### config.mk
export PLATFORM = sky130hd
export DESIGN_NAME = smcmd_top
export DESIGN_NICKNAME = d
export VERILOG_FILES = /design/src/rtl/smcmd_top.v /design/src/rtl/smcmd_check.v /design/src/rtl/smcmd_fifo.v
export VERILOG_INCLUDE_DIRS = /design/src /design/src/rtl
export SDC_FILE = /design/constraint.sdc
export NUM_CORES = 1
export LEC_CHECK = 0
export ABC_AREA = 1
export BUFFER_PORTS_ARGS = -buffer_cell sky130_fd_sc_hd__buf_2
export CAP_MARGIN = 20
export CELL_PAD_IN_SITES_DETAIL_PLACEMENT = 0
export CELL_PAD_IN_SITES_GLOBAL_PLACEMENT = 1
export CORE_ASPECT_RATIO = 0.6
export CORE_UTILIZATION = 50
export CTS_CLUSTER_SIZE = 12
export DETAILED_ROUTE_END_ITERATION = 16
export HOLD_SLACK_MARGIN = 0.06
export PLACE_DENSITY = 0.85
export REMOVE_ABC_BUFFERS = 1
export SLEW_MARGIN = 20
export SYNTH_ARGS = -nofsm -noshare
export SYNTH_HDL_FRONTEND = slang
export SYNTH_SLANG_ARGS = --single-unit
### constraint.sdc
create_clock -name CLOCK -period 11.37 [get_ports CLOCK]
set_input_delay 1.7055 -clock CLOCK [delete_from_list [all_inputs] [get_ports CLOCK]]
set_output_delay 1.7055 -clock CLOCK [all_outputs]
set_load 0.1 [all_outputs]
### src/rtl/smcmd_map.vh
// Constants of the serial drive command slave: frame characters, function codes,
// command register offsets, command fields and the line silence time.
// Assumes it is included by bare name from the rtl files of this block.
`ifndef SMCMD_MAP_VH
`define SMCMD_MAP_VH

// Ten milliseconds of line silence at 125 MHz
`define SMC_SILENCE_CYC    21'h1312d0
`define SMC_GAP_W          21

`define SMC_CH_COLON       8'h3a
`define SMC_CH_CR          8'h0d
`define SMC_CH_LF          8'h0a

`define SMC_ADDR_BCAST_MUTE 8'h00
`define SMC_ADDR_BCAST_ECHO 8'hff
`define SMC_FN_READ        8'h03
`define SMC_FN_WRITE       8'h06

`define SMC_REG_FREQ       16'h0fa0
`define SMC_REG_CTRL       16'h0fa1
`define SMC_REG_EVENT      16'h0fa2
`define SMC_PARAM_LIMIT    16'h03e8
`define SMC_PARAM_GROUP_W  4
`define SMC_PARAM_INDEX_W  7
`define SMC_GROUP_STRIDE   16'h0064

`define SMC_CTL_OVR        9
`define SMC_CTL_RS         1:0
`define SMC_CTL_DIR        5:4
`define SMC_RS_STOP        2'h1
`define SMC_RS_RUN         2'h2
`define SMC_DIR_REV        2'h1
`define SMC_DIR_FWD        2'h2
`define SMC_DIR_TOGGLE     2'h3
`define SMC_EVT_FAULT      16'h0001
`define SMC_EVT_RESET      16'h0002

`define SMC_CRC_PRESET     16'hffff
`define SMC_CRC_POLY       16'ha001
`define SMC_READ_QTY       16'h0001
`define SMC_READ_BYTES     8'h02

`define SMC_LEN_ASCII      4'h7
`define SMC_LEN_RTU        4'h8
`define SMC_LEN_READ_RSP   3'h5
`define SMC_LEN_WRITE_RSP  3'h6
`define SMC_FIFO_W         8
`define SMC_FIFO_D         8

`endif

### src/rtl/smcmd_top.v
// Serial drive command slave: frames Modbus requests from received characters,
// checks them, executes reads and single writes and queues the response characters.
// Assumes a UART on the same clock delivers and takes whole characters.
`timescale 1ns/100ps
`default_nettype none
`include "smcmd_map.vh"

module smcmd_top
#(
    parameter [`SMC_GAP_W-1:0] SILENCE_CYC = `SMC_SILENCE_CYC
)
(
    input  wire        CLOCK,
    input  wire        RST_N,
    input  wire        ASCII_MODE,
    input  wire [7:0]  SLAVE_ADDR,
    input  wire        OPERATOR_PANEL_LIT,
    input  wire        RX_VALID,
    input  wire [7:0]  RX_CHAR,
    output reg         TX_VALID,
    output reg  [7:0]  TX_CHAR,
    input  wire        TX_READY,
    output reg  [15:0] FREQ_SETPOINT,
    output reg         RUN_CMD,
    output reg         REVERSE_CMD,
    output reg         EXTERNAL_FAULT_INPUT,
    output reg         FAULT_RESET,
    output reg  [3:0]  PARAM_GROUP,
    output reg  [6:0]  PARAM_INDEX,
    output reg  [15:0] PARAM_WDATA,
    output reg         PARAM_WE,
    input  wire [15:0] PARAM_RDATA
);
    localparam S_RX     = 2'h0;
    localparam S_EXEC   = 2'h1;
    localparam S_RDWAIT = 2'h2;
    localparam S_TX     = 2'h3;
    localparam T_SOF    = 2'h0;
    localparam T_DAT    = 2'h1;
    localparam T_CR     = 2'h2;
    localparam T_LF     = 2'h3;

    reg  [1:0]            st_q;
    reg  [1:0]            tst_q;
    reg                   panel_m_q;
    reg                   panel_s_q;
    reg  [`SMC_GAP_W-1:0] gap_q;
    reg  [7:0]            rb_q [0:7];
    reg  [7:0]            tb_q [0:5];
    reg  [3:0]            cnt_q;
    reg                   ovf_q;
    reg                   in_frame_q;
    reg                   nib_q;
    reg  [3:0]            hi_q;
    reg                   cr_q;
    reg  [2:0]            rlen_q;
    reg  [2:0]            pos_q;
    reg                   tnib_q;
    reg  [4:0]            hexin;
    reg                   rx_clr;
    reg                   rx_stb;
    reg  [7:0]            rx_byte;
    reg                   frame_done;
    reg  [7:0]            cur_byte;
    reg  [7:0]            tx_ch;
    wire [15:0]           rx_crc;
    wire [7:0]            rx_lrc;
    wire [15:0]           tx_crc;
    wire [7:0]            tx_lrc;
    wire                  fifo_in_ready;
    wire                  fifo_out_valid;
    wire [7:0]            fifo_out_data;
    wire                  fifo_pop_ok;
    wire                  push;
    wire                  tx_step;
    wire [15:0]           reg_addr;
    wire [15:0]           reg_val;
    wire                  addr_ok;
    wire                  chk_ok;
    wire                  len_ok;
    wire                  ctl_ok;
    wire [2:0]            last_pos;

    // Returns {valid, nibble} for an upper-case hex character
    function [4:0] hex_dec;
        input [7:0] c;
        begin
            if (c >= 8'h30 && c <= 8'h39)
                hex_dec = {1'b1, c[3:0]};
            else if (c >= 8'h41 && c <= 8'h46)
                hex_dec = {1'b1, c[3:0] + 4'h9};
            else
                hex_dec = 5'h00;
        end
    endfunction

    function [7:0] hex_enc;
        input [3:0] n;
        begin
            hex_enc = (n < 4'ha) ? {4'h3, n} : {4'h4, n - 4'h9};
        end
    endfunction

    function [10:0] param_split;
        input [15:0] a;
        reg   [15:0] g;
        reg   [15:0] r;
        begin
            g = a / `SMC_GROUP_STRIDE;
            r = a - g * `SMC_GROUP_STRIDE;
            param_split = {g[3:0], r[6:0]};
        end
    endfunction

    assign reg_addr = {rb_q[2], rb_q[3]};
    assign reg_val  = {rb_q[4], rb_q[5]};
    assign addr_ok  = (rb_q[0] == `SMC_ADDR_BCAST_MUTE) || (rb_q[0] == `SMC_ADDR_BCAST_ECHO)
                    || (rb_q[0] == SLAVE_ADDR);
    assign chk_ok   = ASCII_MODE ? (rx_lrc == 8'h00) : (rx_crc == 16'h0000);
    assign len_ok   = !ovf_q && (cnt_q == (ASCII_MODE ? `SMC_LEN_ASCII : `SMC_LEN_RTU));
    assign ctl_ok   = reg_val[`SMC_CTL_OVR] || !panel_s_q;
    assign last_pos = rlen_q + (ASCII_MODE ? 3'h0 : 3'h1);
    assign push     = (st_q == S_TX) && fifo_in_ready;
    assign tx_step  = push && (tst_q == T_DAT) && !tnib_q && (pos_q < rlen_q);
    assign fifo_pop_ok = !TX_VALID || TX_READY;

    // Receive side: characters to bytes, frame start and end
    always @*
    begin
        hexin      = hex_dec(RX_CHAR);
        rx_clr     = 1'b0;
        rx_stb     = 1'b0;
        rx_byte    = RX_CHAR;
        frame_done = 1'b0;
        if (ASCII_MODE)
        begin
            rx_clr     = RX_VALID && (st_q == S_RX) && (RX_CHAR == `SMC_CH_COLON);
            rx_stb     = RX_VALID && (st_q == S_RX) && in_frame_q && nib_q && hexin[4];
            rx_byte    = {hi_q, hexin[3:0]};
            frame_done = RX_VALID && (st_q == S_RX) && in_frame_q && cr_q
                       && (RX_CHAR == `SMC_CH_LF);
        end
        else
        begin
            rx_stb     = RX_VALID && (st_q == S_RX);
            rx_clr     = rx_stb && (gap_q == SILENCE_CYC);
            frame_done = (st_q == S_RX) && (gap_q == SILENCE_CYC) && (cnt_q != 4'h0);
        end
    end

    // Transmit character for the current position
    always @*
    begin
        if (pos_q < rlen_q)
            cur_byte = tb_q[pos_q];
        else if (ASCII_MODE)
            cur_byte = tx_lrc;
        else if (pos_q == rlen_q)
            cur_byte = tx_crc[7:0];
        else
            cur_byte = tx_crc[15:8];
        case (tst_q)
            T_SOF: tx_ch = `SMC_CH_COLON;
            T_DAT: tx_ch = !ASCII_MODE ? cur_byte :
                           hex_enc(tnib_q ? cur_byte[3:0] : cur_byte[7:4]);
            T_CR:  tx_ch = `SMC_CH_CR;
            default: tx_ch = `SMC_CH_LF;
        endcase
    end

    smcmd_check u_rx_chk
    (
        .clk   (CLOCK),
        .rst_n (RST_N),
        .clear (rx_clr),
        .step  (rx_stb),
        .data  (rx_byte),
        .crc   (rx_crc),
        .lrc   (rx_lrc)
    );

    smcmd_check u_tx_chk
    (
        .clk   (CLOCK),
        .rst_n (RST_N),
        .clear (st_q == S_EXEC),
        .step  (tx_step),
        .data  (cur_byte),
        .crc   (tx_crc),
        .lrc   (tx_lrc)
    );

    smcmd_fifo #(.WIDTH(`SMC_FIFO_W), .DEPTH(`SMC_FIFO_D), .AW(3)) u_fifo
    (
        .clk       (CLOCK),
        .rst_n     (RST_N),
        .in_valid  (st_q == S_TX),
        .in_ready  (fifo_in_ready),
        .in_data   (tx_ch),
        .out_valid (fifo_out_valid),
        .out_ready (fifo_pop_ok),
        .out_data  (fifo_out_data)
    );

    always @(posedge CLOCK)
    begin
        if (!RST_N)
        begin
            panel_m_q <= 1'b0;
            panel_s_q <= 1'b0;
            TX_VALID  <= 1'b0;
            TX_CHAR   <= 8'h00;
        end
        else
        begin
            panel_m_q <= OPERATOR_PANEL_LIT;
            panel_s_q <= panel_m_q;
            if (fifo_out_valid && fifo_pop_ok)
            begin
                TX_VALID <= 1'b1;
                TX_CHAR  <= fifo_out_data;
            end
            else if (TX_READY)
                TX_VALID <= 1'b0;
        end
    end

    always @(posedge CLOCK)
    begin
        if (!RST_N)
        begin
            st_q  <= S_RX;
            tst_q <= T_SOF;
            gap_q <= SILENCE_CYC;
            cnt_q <= 4'h0;
            ovf_q <= 1'b0;
            in_frame_q <= 1'b0;
            nib_q  <= 1'b0;
            hi_q   <= 4'h0;
            cr_q   <= 1'b0;
            rlen_q <= 3'h0;
            pos_q  <= 3'h0;
            tnib_q <= 1'b0;
            FREQ_SETPOINT <= 16'h0000;
            RUN_CMD     <= 1'b0;
            REVERSE_CMD <= 1'b0;
            EXTERNAL_FAULT_INPUT <= 1'b0;
            FAULT_RESET <= 1'b0;
            PARAM_GROUP <= 4'h0;
            PARAM_INDEX <= 7'h00;
            PARAM_WDATA <= 16'h0000;
            PARAM_WE    <= 1'b0;
        end
        else
        begin
            EXTERNAL_FAULT_INPUT <= 1'b0;
            FAULT_RESET <= 1'b0;
            PARAM_WE    <= 1'b0;
            if (RX_VALID)
                gap_q <= {`SMC_GAP_W{1'b0}};
            else if (gap_q != SILENCE_CYC)
                gap_q <= gap_q + 1'b1;
            case (st_q)
                S_RX:
                begin
                    if (rx_clr)
                    begin
                        cnt_q <= 4'h0;
                        ovf_q <= 1'b0;
                        in_frame_q <= 1'b1;
                        nib_q <= 1'b0;
                        cr_q  <= 1'b0;
                    end
                    if (ASCII_MODE && RX_VALID && !rx_clr)
                    begin
                        if (hexin[4] && !cr_q)
                        begin
                            nib_q <= !nib_q;
                            hi_q  <= hexin[3:0];
                        end
                        else if (RX_CHAR == `SMC_CH_CR && !nib_q)
                            cr_q <= 1'b1;
                        else
                            in_frame_q <= 1'b0;
                    end
                    if (rx_stb)
                    begin
                        if (cnt_q[3])
                            ovf_q <= 1'b1;
                        else
                            rb_q[cnt_q[2:0]] <= rx_byte;
                        if (!rx_clr)
                            cnt_q <= cnt_q + (cnt_q[3] ? 4'h0 : 4'h1);
                        else
                        begin
                            rb_q[0] <= rx_byte;
                            cnt_q <= 4'h1;
                        end
                    end
                    if (frame_done)
                    begin
                        in_frame_q <= 1'b0;
                        cnt_q <= 4'h0;
                        if (chk_ok && len_ok && addr_ok)
                            st_q <= S_EXEC;
                    end
                end
                S_EXEC:
                begin
                    st_q  <= S_RX;
                    tst_q <= ASCII_MODE ? T_SOF : T_DAT;
                    pos_q <= 3'h0;
                    tnib_q <= 1'b0;
                    tb_q[0] <= rb_q[0];
                    tb_q[1] <= rb_q[1];
                    if (reg_addr < `SMC_PARAM_LIMIT)
                        {PARAM_GROUP, PARAM_INDEX} <= param_split(reg_addr);
                    if (rb_q[1] == `SMC_FN_WRITE)
                    begin
                        tb_q[2] <= rb_q[2];
                        tb_q[3] <= rb_q[3];
                        tb_q[4] <= rb_q[4];
                        tb_q[5] <= rb_q[5];
                        rlen_q  <= `SMC_LEN_WRITE_RSP;
                        if (rb_q[0] != `SMC_ADDR_BCAST_MUTE)
                            st_q <= S_TX;
                        if (reg_addr == `SMC_REG_FREQ)
                            FREQ_SETPOINT <= reg_val;
                        else if (reg_addr == `SMC_REG_CTRL)
                        begin
                            if (ctl_ok && reg_val[`SMC_CTL_RS] == `SMC_RS_STOP)
                                RUN_CMD <= 1'b0;
                            else if (ctl_ok && reg_val[`SMC_CTL_RS] == `SMC_RS_RUN)
                                RUN_CMD <= 1'b1;
                            if (ctl_ok && reg_val[`SMC_CTL_DIR] == `SMC_DIR_REV)
                                REVERSE_CMD <= 1'b1;
                            else if (ctl_ok && reg_val[`SMC_CTL_DIR] == `SMC_DIR_FWD)
                                REVERSE_CMD <= 1'b0;
                            else if (ctl_ok && reg_val[`SMC_CTL_DIR] == `SMC_DIR_TOGGLE)
                                REVERSE_CMD <= !REVERSE_CMD;
                        end
                        else if (reg_addr == `SMC_REG_EVENT)
                        begin
                            EXTERNAL_FAULT_INPUT <= (reg_val == `SMC_EVT_FAULT);
                            FAULT_RESET <= (reg_val == `SMC_EVT_RESET);
                        end
                        else if (reg_addr < `SMC_PARAM_LIMIT)
                        begin
                            PARAM_WDATA <= reg_val;
                            PARAM_WE    <= 1'b1;
                        end
                        else
                            st_q <= S_RX;
                    end
                    // Only one parameter per read is served; longer reads are dropped
                    else if (rb_q[1] == `SMC_FN_READ && reg_val == `SMC_READ_QTY
                             && reg_addr < `SMC_PARAM_LIMIT
                             && rb_q[0] != `SMC_ADDR_BCAST_MUTE)
                    begin
                        tb_q[2] <= `SMC_READ_BYTES;
                        rlen_q  <= `SMC_LEN_READ_RSP;
                        st_q    <= S_RDWAIT;
                    end
                end
                S_RDWAIT:
                begin
                    tb_q[3] <= PARAM_RDATA[15:8];
                    tb_q[4] <= PARAM_RDATA[7:0];
                    st_q    <= S_TX;
                end
                default:
                begin
                    if (push)
                    begin
                        if (tst_q == T_SOF)
                            tst_q <= T_DAT;
                        else if (tst_q == T_CR)
                            tst_q <= T_LF;
                        else if (tst_q == T_LF)
                            st_q <= S_RX;
                        else if (ASCII_MODE && !tnib_q)
                            tnib_q <= 1'b1;
                        else
                        begin
                            tnib_q <= 1'b0;
                            pos_q  <= pos_q + 3'h1;
                            if (pos_q == last_pos && ASCII_MODE)
                                tst_q <= T_CR;
                            else if (pos_q == last_pos)
                                st_q <= S_RX;
                        end
                    end
                end
            endcase
        end
    end
endmodule

`default_nettype wire

### src/rtl/smcmd_check.v
// Running frame check: Modbus CRC-16 and the two's complement longitudinal sum.
// Assumes byte steps arrive at most one per clock from logic on the same clock.
`timescale 1ns/100ps
`default_nettype none
`include "smcmd_map.vh"

module smcmd_check
(
    input  wire        clk,
    input  wire        rst_n,
    input  wire        clear,
    input  wire        step,
    input  wire [7:0]  data,
    output wire [15:0] crc,
    output wire [7:0]  lrc
);
    reg  [15:0] crc_q;
    reg  [7:0]  sum_q;
    wire [15:0] crc_base;
    wire [7:0]  sum_base;

    function [15:0] crc_byte;
        input [15:0] acc;
        input [7:0]  b;
        integer      i;
        reg   [15:0] a;
        begin
            a = acc ^ {8'h00, b};
            for (i = 0; i < 8; i = i + 1)
            begin
                if (a[0])
                    a = {1'b0, a[15:1]} ^ `SMC_CRC_POLY;
                else
                    a = {1'b0, a[15:1]};
            end
            crc_byte = a;
        end
    endfunction

    assign crc_base = clear ? `SMC_CRC_PRESET : crc_q;
    assign sum_base = clear ? 8'h00 : sum_q;
    assign crc = crc_q;
    assign lrc = 8'h00 - sum_q;

    always @(posedge clk)
    begin
        if (!rst_n)
        begin
            crc_q <= `SMC_CRC_PRESET;
            sum_q <= 8'h00;
        end
        else
        begin
            crc_q <= step ? crc_byte(crc_base, data) : crc_base;
            sum_q <= step ? sum_base + data : sum_base;
        end
    end
endmodule

`default_nettype wire

### src/rtl/smcmd_fifo.v
// Flip-flop FIFO with valid/ready on both sides.
// Assumes one clock; DEPTH is a power of two.
`timescale 1ns/100ps
`default_nettype none
`include "smcmd_map.vh"

module smcmd_fifo
#(
    parameter WIDTH = `SMC_FIFO_W,
    parameter DEPTH = `SMC_FIFO_D,
    parameter AW    = 3
)
(
    input  wire             clk,
    input  wire             rst_n,
    input  wire             in_valid,
    output wire             in_ready,
    input  wire [WIDTH-1:0] in_data,
    output wire             out_valid,
    input  wire             out_ready,
    output wire [WIDTH-1:0] out_data
);
    reg  [WIDTH-1:0] mem_q [0:DEPTH-1];
    reg  [AW-1:0]    wr_q;
    reg  [AW-1:0]    rd_q;
    reg  [AW:0]      cnt_q;
    wire             push;
    wire             pop;

    assign in_ready  = (cnt_q != DEPTH);
    assign out_valid = (cnt_q != 0);
    assign out_data  = mem_q[rd_q];
    assign push = in_valid && in_ready;
    assign pop  = out_valid && out_ready;

    always @(posedge clk)
    begin
        if (push)
            mem_q[wr_q] <= in_data;
    end

    always @(posedge clk)
    begin
        if (!rst_n)
        begin
            wr_q  <= {AW{1'b0}};
            rd_q  <= {AW{1'b0}};
            cnt_q <= {(AW+1){1'b0}};
        end
        else
        begin
            if (push)
                wr_q <= wr_q + 1'b1;
            if (pop)
                rd_q <= rd_q + 1'b1;
            if (push && !pop)
                cnt_q <= cnt_q + 1'b1;
            else if (pop && !push)
                cnt_q <= cnt_q - 1'b1;
        end
    end
endmodule

`default_nettype wire

==> metrics.csv, run 1 <==
stage,metric,value,unit
run_status,status,completed,
worst_setup_path,Worst setup SP type,flip-flop,
layout,Syn-to-layout area delta,12.0,%
timing,Pins Over Slew Limit,0,
synth,Synth Register Bits,324,
worst_setup_path,most frequent CP cell,nand2_2,
power_and_ir_drop,Max VDD drop,0.0000855,V
clocking,post_cts resized,0,
floorplanning,Die Width,237,um
timing,hold_ws,424,ps
hold_path,hold path cells,2,
worst_setup_path,crit path max-delay cell type,edfxtp_1,
synth,Mapped Area,16600,um2
global_routing,Total Routing Usage GR,26.3,%
worst_setup_path,family with the most delay on the worst path,simple AND/OR/NAND/NOR gates,
worst_setup_path,slowest cell delay on critical path,450,ps
worst_setup_path,R2R Setup Slk,5080,ps
clocking,CTS max path bufs,3,
floorplanning,Core ar.,32600,um2
worst_setup_path,Crit path depth,57,
synth,Adder-Cell Fraction of Synth Area,3.79,%
global_routing,Overflow after GRT,0,
timing,worst slew pin tran,1000,ps
synth,"Top FF cell, synth",dfxtp_1,
route,via count,14000,
hold_path,Hold WC Path Type,reg2reg,
global_routing,initial antenna violation count,0,
power_and_ir_drop,Pwr Density,155,nW/um2
power_and_ir_drop,Leakage,0.00775,uW
route,First-pass DRT Iterations,5,
layout,nets@finish,2141,
synth,sequential area share after synthesis,48.1,%
place,RD Place Congestion,0.926,
clocking,worst skew pair latency,530,ps
route,Detailed Route Iter0 Violations,1530,
worst_setup_path,critical path arrival,6720,ps
clocking,Post-CTS Setup Inserts,0,
clocking,CTS Sinks,324,
worst_setup_path,"Req. time, crit path",11800,ps
synth,Synth top area share,27.4,%
hold_path,WHS Endpoint,panel_s_q,
place,hpwl dp,31700,um
layout,share of cells above drive strength 1,12.2,%
clocking,TritonCTS clock tree,done,
route,Avg Vias per Cell,5.53,
worst_setup_path,Crit Path Category,reg2reg,
clocking,CTS root buf,clkbuf_16,
route,Avg WL per Cell,17.6,um
timing,worst rel slew slack,33.0,%
timing,final period utilization,55.3,%
floorplanning,Initial Util,51.0,%
timing,Setup-failing EPs final,0,
synth,ys async rst share,0,%
layout,Non-Filler Instances,2531,
worst_setup_path,RR Endpoint,PARAM_INDEX[6],
timing,max frequency,0.159,GHz
worst_setup_path,WP buf/inv,8,
clocking,CTS H-tree lvls,2,
place,# placed instances,2469,
synth,synth warn,0,
worst_setup_path,Critical Path Fanout Max,8,
worst_setup_path,Setup crit end kind,flip-flop,
synth,Post-Synthesis Cells,1982,
synth,"top cells by area, synth","edfxtp_1, dfxtp_1, nand2_1",
timing,RSZ-0062 raised after global routing,false,
floorplanning,full die area,34000,um2
job,Max-cap violations,0,
synth,xor/xnor share of the synthesized area,3.53,%
floorplanning,site row count,51,
layout,"Core Util, Final",57.1,%
floorplanning,top-level port count,95,
synth,Syn Area/Cell,8.39,um2
clocking,"CTS clk-pin slew, worst paths",70,ps
global_routing,largest net degree at the start of global routing,58,
timing,Period minus WS final,6290,ps
clocking,total CTS buffers,34,
timing,skew final,16.6,ps
timing,final hold vios,0,
route,DR DRC count,0,
clocking,# hold bufs at CTS,0,
worst_setup_path,reg2reg start,rb_q[2][3],
synth,Post-synth EDFFs,152,
synth,Synth Area in Compound Gates,15.9,%
hold_path,hold_sp,panel_m_q,
global_routing,global-route wire length before repair,69600,um
synth,post-synthesis simple-gate area fraction,21.5,%
layout,# diodes,0,
floorplanning,Die Ht,143,um
route,antenna-violating nets left,0,
synth,post-synthesis mux area share,0.0602,%
synth,main combinational cell family by area after synthesis,simple AND/OR/NAND/NOR gates,
synth,synth unique cells,51,
synth,Synth area leader,edfxtp_1,
timing,Final TNS setup,0,ps
global_routing,vias in the first global route,12500,
place,port bufs,94,
route,Post-Route WL,44600,um
worst_setup_path,Worst Reg-to-Reg Cells,57,
-- kinds of logic after synthesis --
kind of cell / Yosys count
DFF: 324
and+or+nand+nor: 766
adders and majority gates: 48
muxes: 1
buffers and inverters: 316
AOI/OAI and AO/OA: 460
xor gates and xnor gates: 67
-- final cells by class --
class                           count  area [um2]
Fill cell                        3029       14000
Sequential cell                   324        8010
Multi-Input combinational cell   1342        7470
Clock buffer                       57        1010
Inverter                          240         901
Timing Repair Buffer              113         619
Tap cell                          450         563
Clock inverter                      5        50.0
-- synth_stat cells (26+ instances only) --
cell type,number
nand2_1,274
inv_1,227
nor2_1,223
o21ai_0,200
dfxtp_1,172
edfxtp_1,152
a21oi_1,130
nand3_1,103
clkbuf_1,70
ha_1,44
xor2_1,42
nor3_1,36
nand2_2,29
a211oi_1,27
nand4_1,26
-- tightest hold or removal path, delay by kind of cell, from the launching register on --
family,cells,cell delay [ps]
buffers and inverters,1,50
and+or+nand+nor,1,50
DFF,1,300
-- where the power goes --
group          leakage [uW]  switching (uW)  internal (uW)
registers           0.00279            34.0           1250
clock network      0.000515             468            630
logic               0.00445             358            140
-- placed cells by master (no fill, tap or decap), types with 5 or more instances in the layout --
cell type,instances
nand4_2,5
xnor2_1,25
o211ai_1,25
a31oi_1,11
clkinv_1,5
buf_2,93
a21oi_1,130
nor3_1,34
inv_1,227
nand3_2,6
nand2_2,29
o21ai_0,200
or2_2,14
o31ai_1,5
a211oi_1,27
buf_4,19
nor2_1,220
inv_2,8
o221ai_1,16
clkbuf_1,19
ha_1,44
nor4_1,22
dfxtp_1,172
nand3_1,103
edfxtp_1,152
xor2_1,42
nand2_4,16
a32o_1,5
clkbuf_16,37
nor2_4,5
nand4_1,26
nand2_1,274
o22ai_1,13
-- metal layers --
layer,vias up,global-route usage (%),part of all wire [%]
li1,6930,-,-
met1,6516,42.5,51
met2,521,35.9,39
met3,37,4.86,8.7
met4,0,4.58,0.93
met5,-,0,0
-- worst max path at each step --
stage	start	endpoint
6_report	rb_q[2][3]	PARAM_INDEX[6]
5_1_grt	rb_q[2][5]	PARAM_INDEX[6]
4_1_cts	rb_q[2][3]	PARAM_INDEX[6]
3_5_place_dp	rb_q[2][3]	PARAM_INDEX[6]
3_3_place_gp	ASCII_MODE	rb_q[2][0]
2_1_floorplan	RX_CHAR[1]	rb_q[2][0]
-- flip-flops by register name, indices dropped and copies added, names as in the netlist, 3 cells and up, named ones only --
register and cells:
u_fifo.mem_q 64, PARAM_GROUP 4, gap_q 21, hi_q 4
u_fifo.rd_q 3, rlen_q 3, u_fifo.cnt_q 4, u_fifo.wr_q 3
PARAM_INDEX 7, PARAM_WDATA 16, cnt_q 4, u_tx_chk.crc 16
FREQ_SETPOINT 16, pos_q 3, TX_CHAR 8, u_tx_chk.sum_q 8
u_rx_chk.crc 16, u_rx_chk.sum_q 8, rb_q 48, tb_q 48
-- through the flow --
step	instance area (um2)	total power [uW]	setup slack (ps)
global placement	17500	1800	5210
finish	18600	2880	5080
detailed placement	17600	1810	5150
CTS	18600	2890	5140
floorplan	16300	1670	5780
global route	18600	3000	4430
Power figures use the tool's default switching activity.
==> run 2, diff against run 1 <==
--- a/config.mk
+++ b/config.mk
@@ -12,11 +12,11 @@
 export CELL_PAD_IN_SITES_DETAIL_PLACEMENT = 0
 export CELL_PAD_IN_SITES_GLOBAL_PLACEMENT = 1
 export CORE_ASPECT_RATIO = 0.6
-export CORE_UTILIZATION = 50
+export CORE_UTILIZATION = 47
 export CTS_CLUSTER_SIZE = 12
 export DETAILED_ROUTE_END_ITERATION = 16
 export HOLD_SLACK_MARGIN = 0.06
-export PLACE_DENSITY = 0.85
+export PLACE_DENSITY = 0.81
 export REMOVE_ABC_BUFFERS = 1
 export SLEW_MARGIN = 20
 export SYNTH_ARGS = -nofsm -noshare
==> constraint.sdc (replaced) <==
create_clock -name CLOCK -period 6.6 [get_ports CLOCK]
set_input_delay 0.99 -clock CLOCK [delete_from_list [all_inputs] [get_ports CLOCK]]
set_output_delay 0.99 -clock CLOCK [all_outputs]
set_load 0.1 [all_outputs]
==> metrics.csv, run 2 (same netlist as run 1, synthesis figures left out) <==
stage,metric,value,unit,change
worst_setup_path,Worst setup SP type,flip-flop,,
layout,"commonest non-fill, non-tap cells in the layout","nand2_1, inv_1, nor2_1",,
place,hpwl dp,31100,um,-1.9%
floorplanning,Die Ht,148,um,+3.1%
worst_setup_path,reg2reg start,rb_q[2][5],,
timing,Setup WS post-layout,321,ps,-4760 ps
worst_setup_path,R2R Setup Slk,320,ps,-4760 ps
floorplanning,Core ar.,34300,um2,+5.2%
global_routing,vias in the first global route,12500,,+0.61%
power_and_ir_drop,clock power share,37.4,%,-0.7 points
layout,area of the multi-input gates,7750,um2,+3.7%
route,Post-Route WL,44800,um,+0.39%
route,Avg WL per Cell,17.4,um,-1.1%
route,DR DRC count,0,,unchanged
worst_setup_path,Worst setup endpoint,PARAM_INDEX[6],,
job,Max-cap violations,0,,unchanged
route,Avg Vias per Cell,5.51,,-0.48%
timing,max frequency,0.159,GHz,about the same
layout,biggest regs,"u_fifo.mem_q: 64 flops, rb_q: 48 flops, tb_q: 48 flops",,
power_and_ir_drop,switching power,1490,uW,+73%
worst_setup_path,"Req. time, crit path",7030,ps,-4770 ps
worst_setup_path,critical path arrival,6710,ps,about the same
layout,post-layout instance area,19100,um2,+2.7%
worst_setup_path,most frequent CP cell,nand2_4,,
hold_path,Hold WC Path Type,reg2reg,,
worst_setup_path,Setup crit end kind,flip-flop,,
route,First-pass DRT Iterations,5,,unchanged
layout,# diodes,0,,unchanged
global_routing,Overflow after GRT,0,,unchanged
worst_setup_path,slowest cell delay on critical path,450,ps,about the same
run_status,status,completed,,
floorplanning,top-level port count,95,,unchanged
clocking,# hold bufs at CTS,0,,unchanged
route,Detailed Route Iter0 Violations,1298,,-15%
floorplanning,Initial Util,48.5,%,-2.5 points
layout,largest reg by FF count,u_fifo.mem_q,,
timing,hold_ws,446,ps,+21.7 ps
place,post-place setup slack,361,ps,-4790 ps
clocking,CTS Sinks,324,,unchanged
layout,"Core Util, Final",55.8,%,-1.4 points
layout,Largest register FFs,64,,unchanged
power_and_ir_drop,Max VDD drop,0.000184,V,+120%
clocking,total CTS buffers,34,,unchanged
timing,final period utilization,95.1,%,+40 points
layout,Syn-to-layout area delta,14.9,%,
power_and_ir_drop,total power,4970,uW,+72%
worst_setup_path,crit path max-delay cell type,edfxtp_1,,
timing,Setup-failing EPs final,0,,unchanged
power_and_ir_drop,Comb pwr share,18.0,%,+0.7 points
route,via count,14100,,+0.98%
power_and_ir_drop,Pwr Density,260,nW/um2,+68%
timing,worst rel slew slack,33.4,%,+0.35 points
clocking,TritonCTS clock tree,done,,
global_routing,largest net degree at the start of global routing,65,,+12%
worst_setup_path,worst setup path start,rb_q[2][5],,
power_and_ir_drop,sequential fraction of design power,44.6,%,about the same
layout,share of cells above drive strength 1,14.9,%,+2.7 points
worst_setup_path,Critical Path Fanout Max,8,,unchanged
route,antenna-violating nets left,0,,unchanged
clocking,"CTS clk-pin slew, worst paths",60,ps,about the same
layout,Fillers,3143,,+3.8%
worst_setup_path,Worst Reg-to-Reg Cells,58,,+1.8%
layout,nets@finish,2170,,+1.4%
timing,worst slew pin tran,998,ps,-2.66 ps
floorplanning,Die Width,245,um,+3.1%
timing,final hold vios,0,,unchanged
timing,Pins Over Slew Limit,0,,unchanged
power_and_ir_drop,Switching Share,29.9,%,+0.041 points
floorplanning,site row count,52,,+2.0%
power_and_ir_drop,Leakage,0.00794,uW,+2.4%
global_routing,initial antenna violation count,0,,unchanged
layout,"most common cell after layout, fill and taps aside",nand2_1,,
clocking,worst skew pair latency,530,ps,about the same
clocking,CTS H-tree lvls,2,,unchanged
worst_setup_path,Crit Path Category,reg2reg,,
clocking,CTS root buf,clkbuf_16,,
floorplanning,full die area,36200,um2,+6.3%
worst_setup_path,RR Endpoint,PARAM_INDEX[6],,
place,RD Place Congestion,0.898,,-3.0%
global_routing,global-route wire length before repair,69700,um,+0.20%
timing,skew final,19.0,ps,+2.37 ps
global_routing,Total Routing Usage GR,24.4,%,-1.9 points
power_and_ir_drop,Int Pwr,3480,uW,+72%
layout,Seq. cell area,8010,um2,unchanged
hold_path,hold_sp,panel_m_q,,
timing,Period minus WS final,6280,ps,-6.30 ps
place,area post-placement,17600,um2,about the same
clocking,CTS max path bufs,3,,unchanged
place,port bufs,94,,unchanged
## run 2: worst max-delay path: cells and delay by family, from the launching register on
family / cells / cell delay, ps
flops: 1 / 450
fa+ha+maj: 2 / 490
compound gates: 3 / 540
buf+inv: 7 / 470
simple gates: 44 / 3900
xor+xnor: 2 / 280
## run 2: power groups by stage
stage | logic (uW) | clock network, uW | registers, uW
global placement | 857 | 0 | 2250
global route | 979 | 1980 | 2220
finish | 895 | 1860 | 2210
floorplan | 441 | 0 | 2440
CTS | 864 | 1900 | 2210
detailed placement | 860 | 0 | 2260
## run 2: area by class of cell
cell class	instances	share of cell area, %
clock buffers	57	5.22
clock inverters	4	0.255
inverters	240	4.74
multi-input cells	1342	40.5
flip-flops and latches	324	41.9
well taps	459	3.00
repair buffers	142	4.38
## run 2: timing repair
item / 4_1_cts / 5_1_grt
gates resized for setup: 0 / 66
buffers inserted: 0 / 26
setup endpoints to repair: 0 / 1
## run 2: through the flow
step / setup TNS, ps / cells
CTS: 0 / 2542
detailed placement: 0 / 2481
global route: -110 / 2568
floorplan: 0 / 1906
finish: 0 / 2568
global placement: 0 / 2481
## run 2: layer usage
layer	track usage [%]	vias up	wire length, um
met4	5.41	0	703
met2	32.9	459	17800
met3	3.67	53	3120
met1	39.9	6641	23200
met5	0	-	0
li1	-	6988	-
## run 2: worst min path at each step
stage            endpoint  cells past startpoint  slack, ps
3_3_place_gp   tb_q[1][5]                      0        440
4_1_cts         panel_s_q                      2        450
2_1_floorplan   panel_s_q                      2        390
3_5_place_dp    panel_s_q                      2        440
5_1_grt         panel_s_q                      2        450
6_report        panel_s_q                      2        450
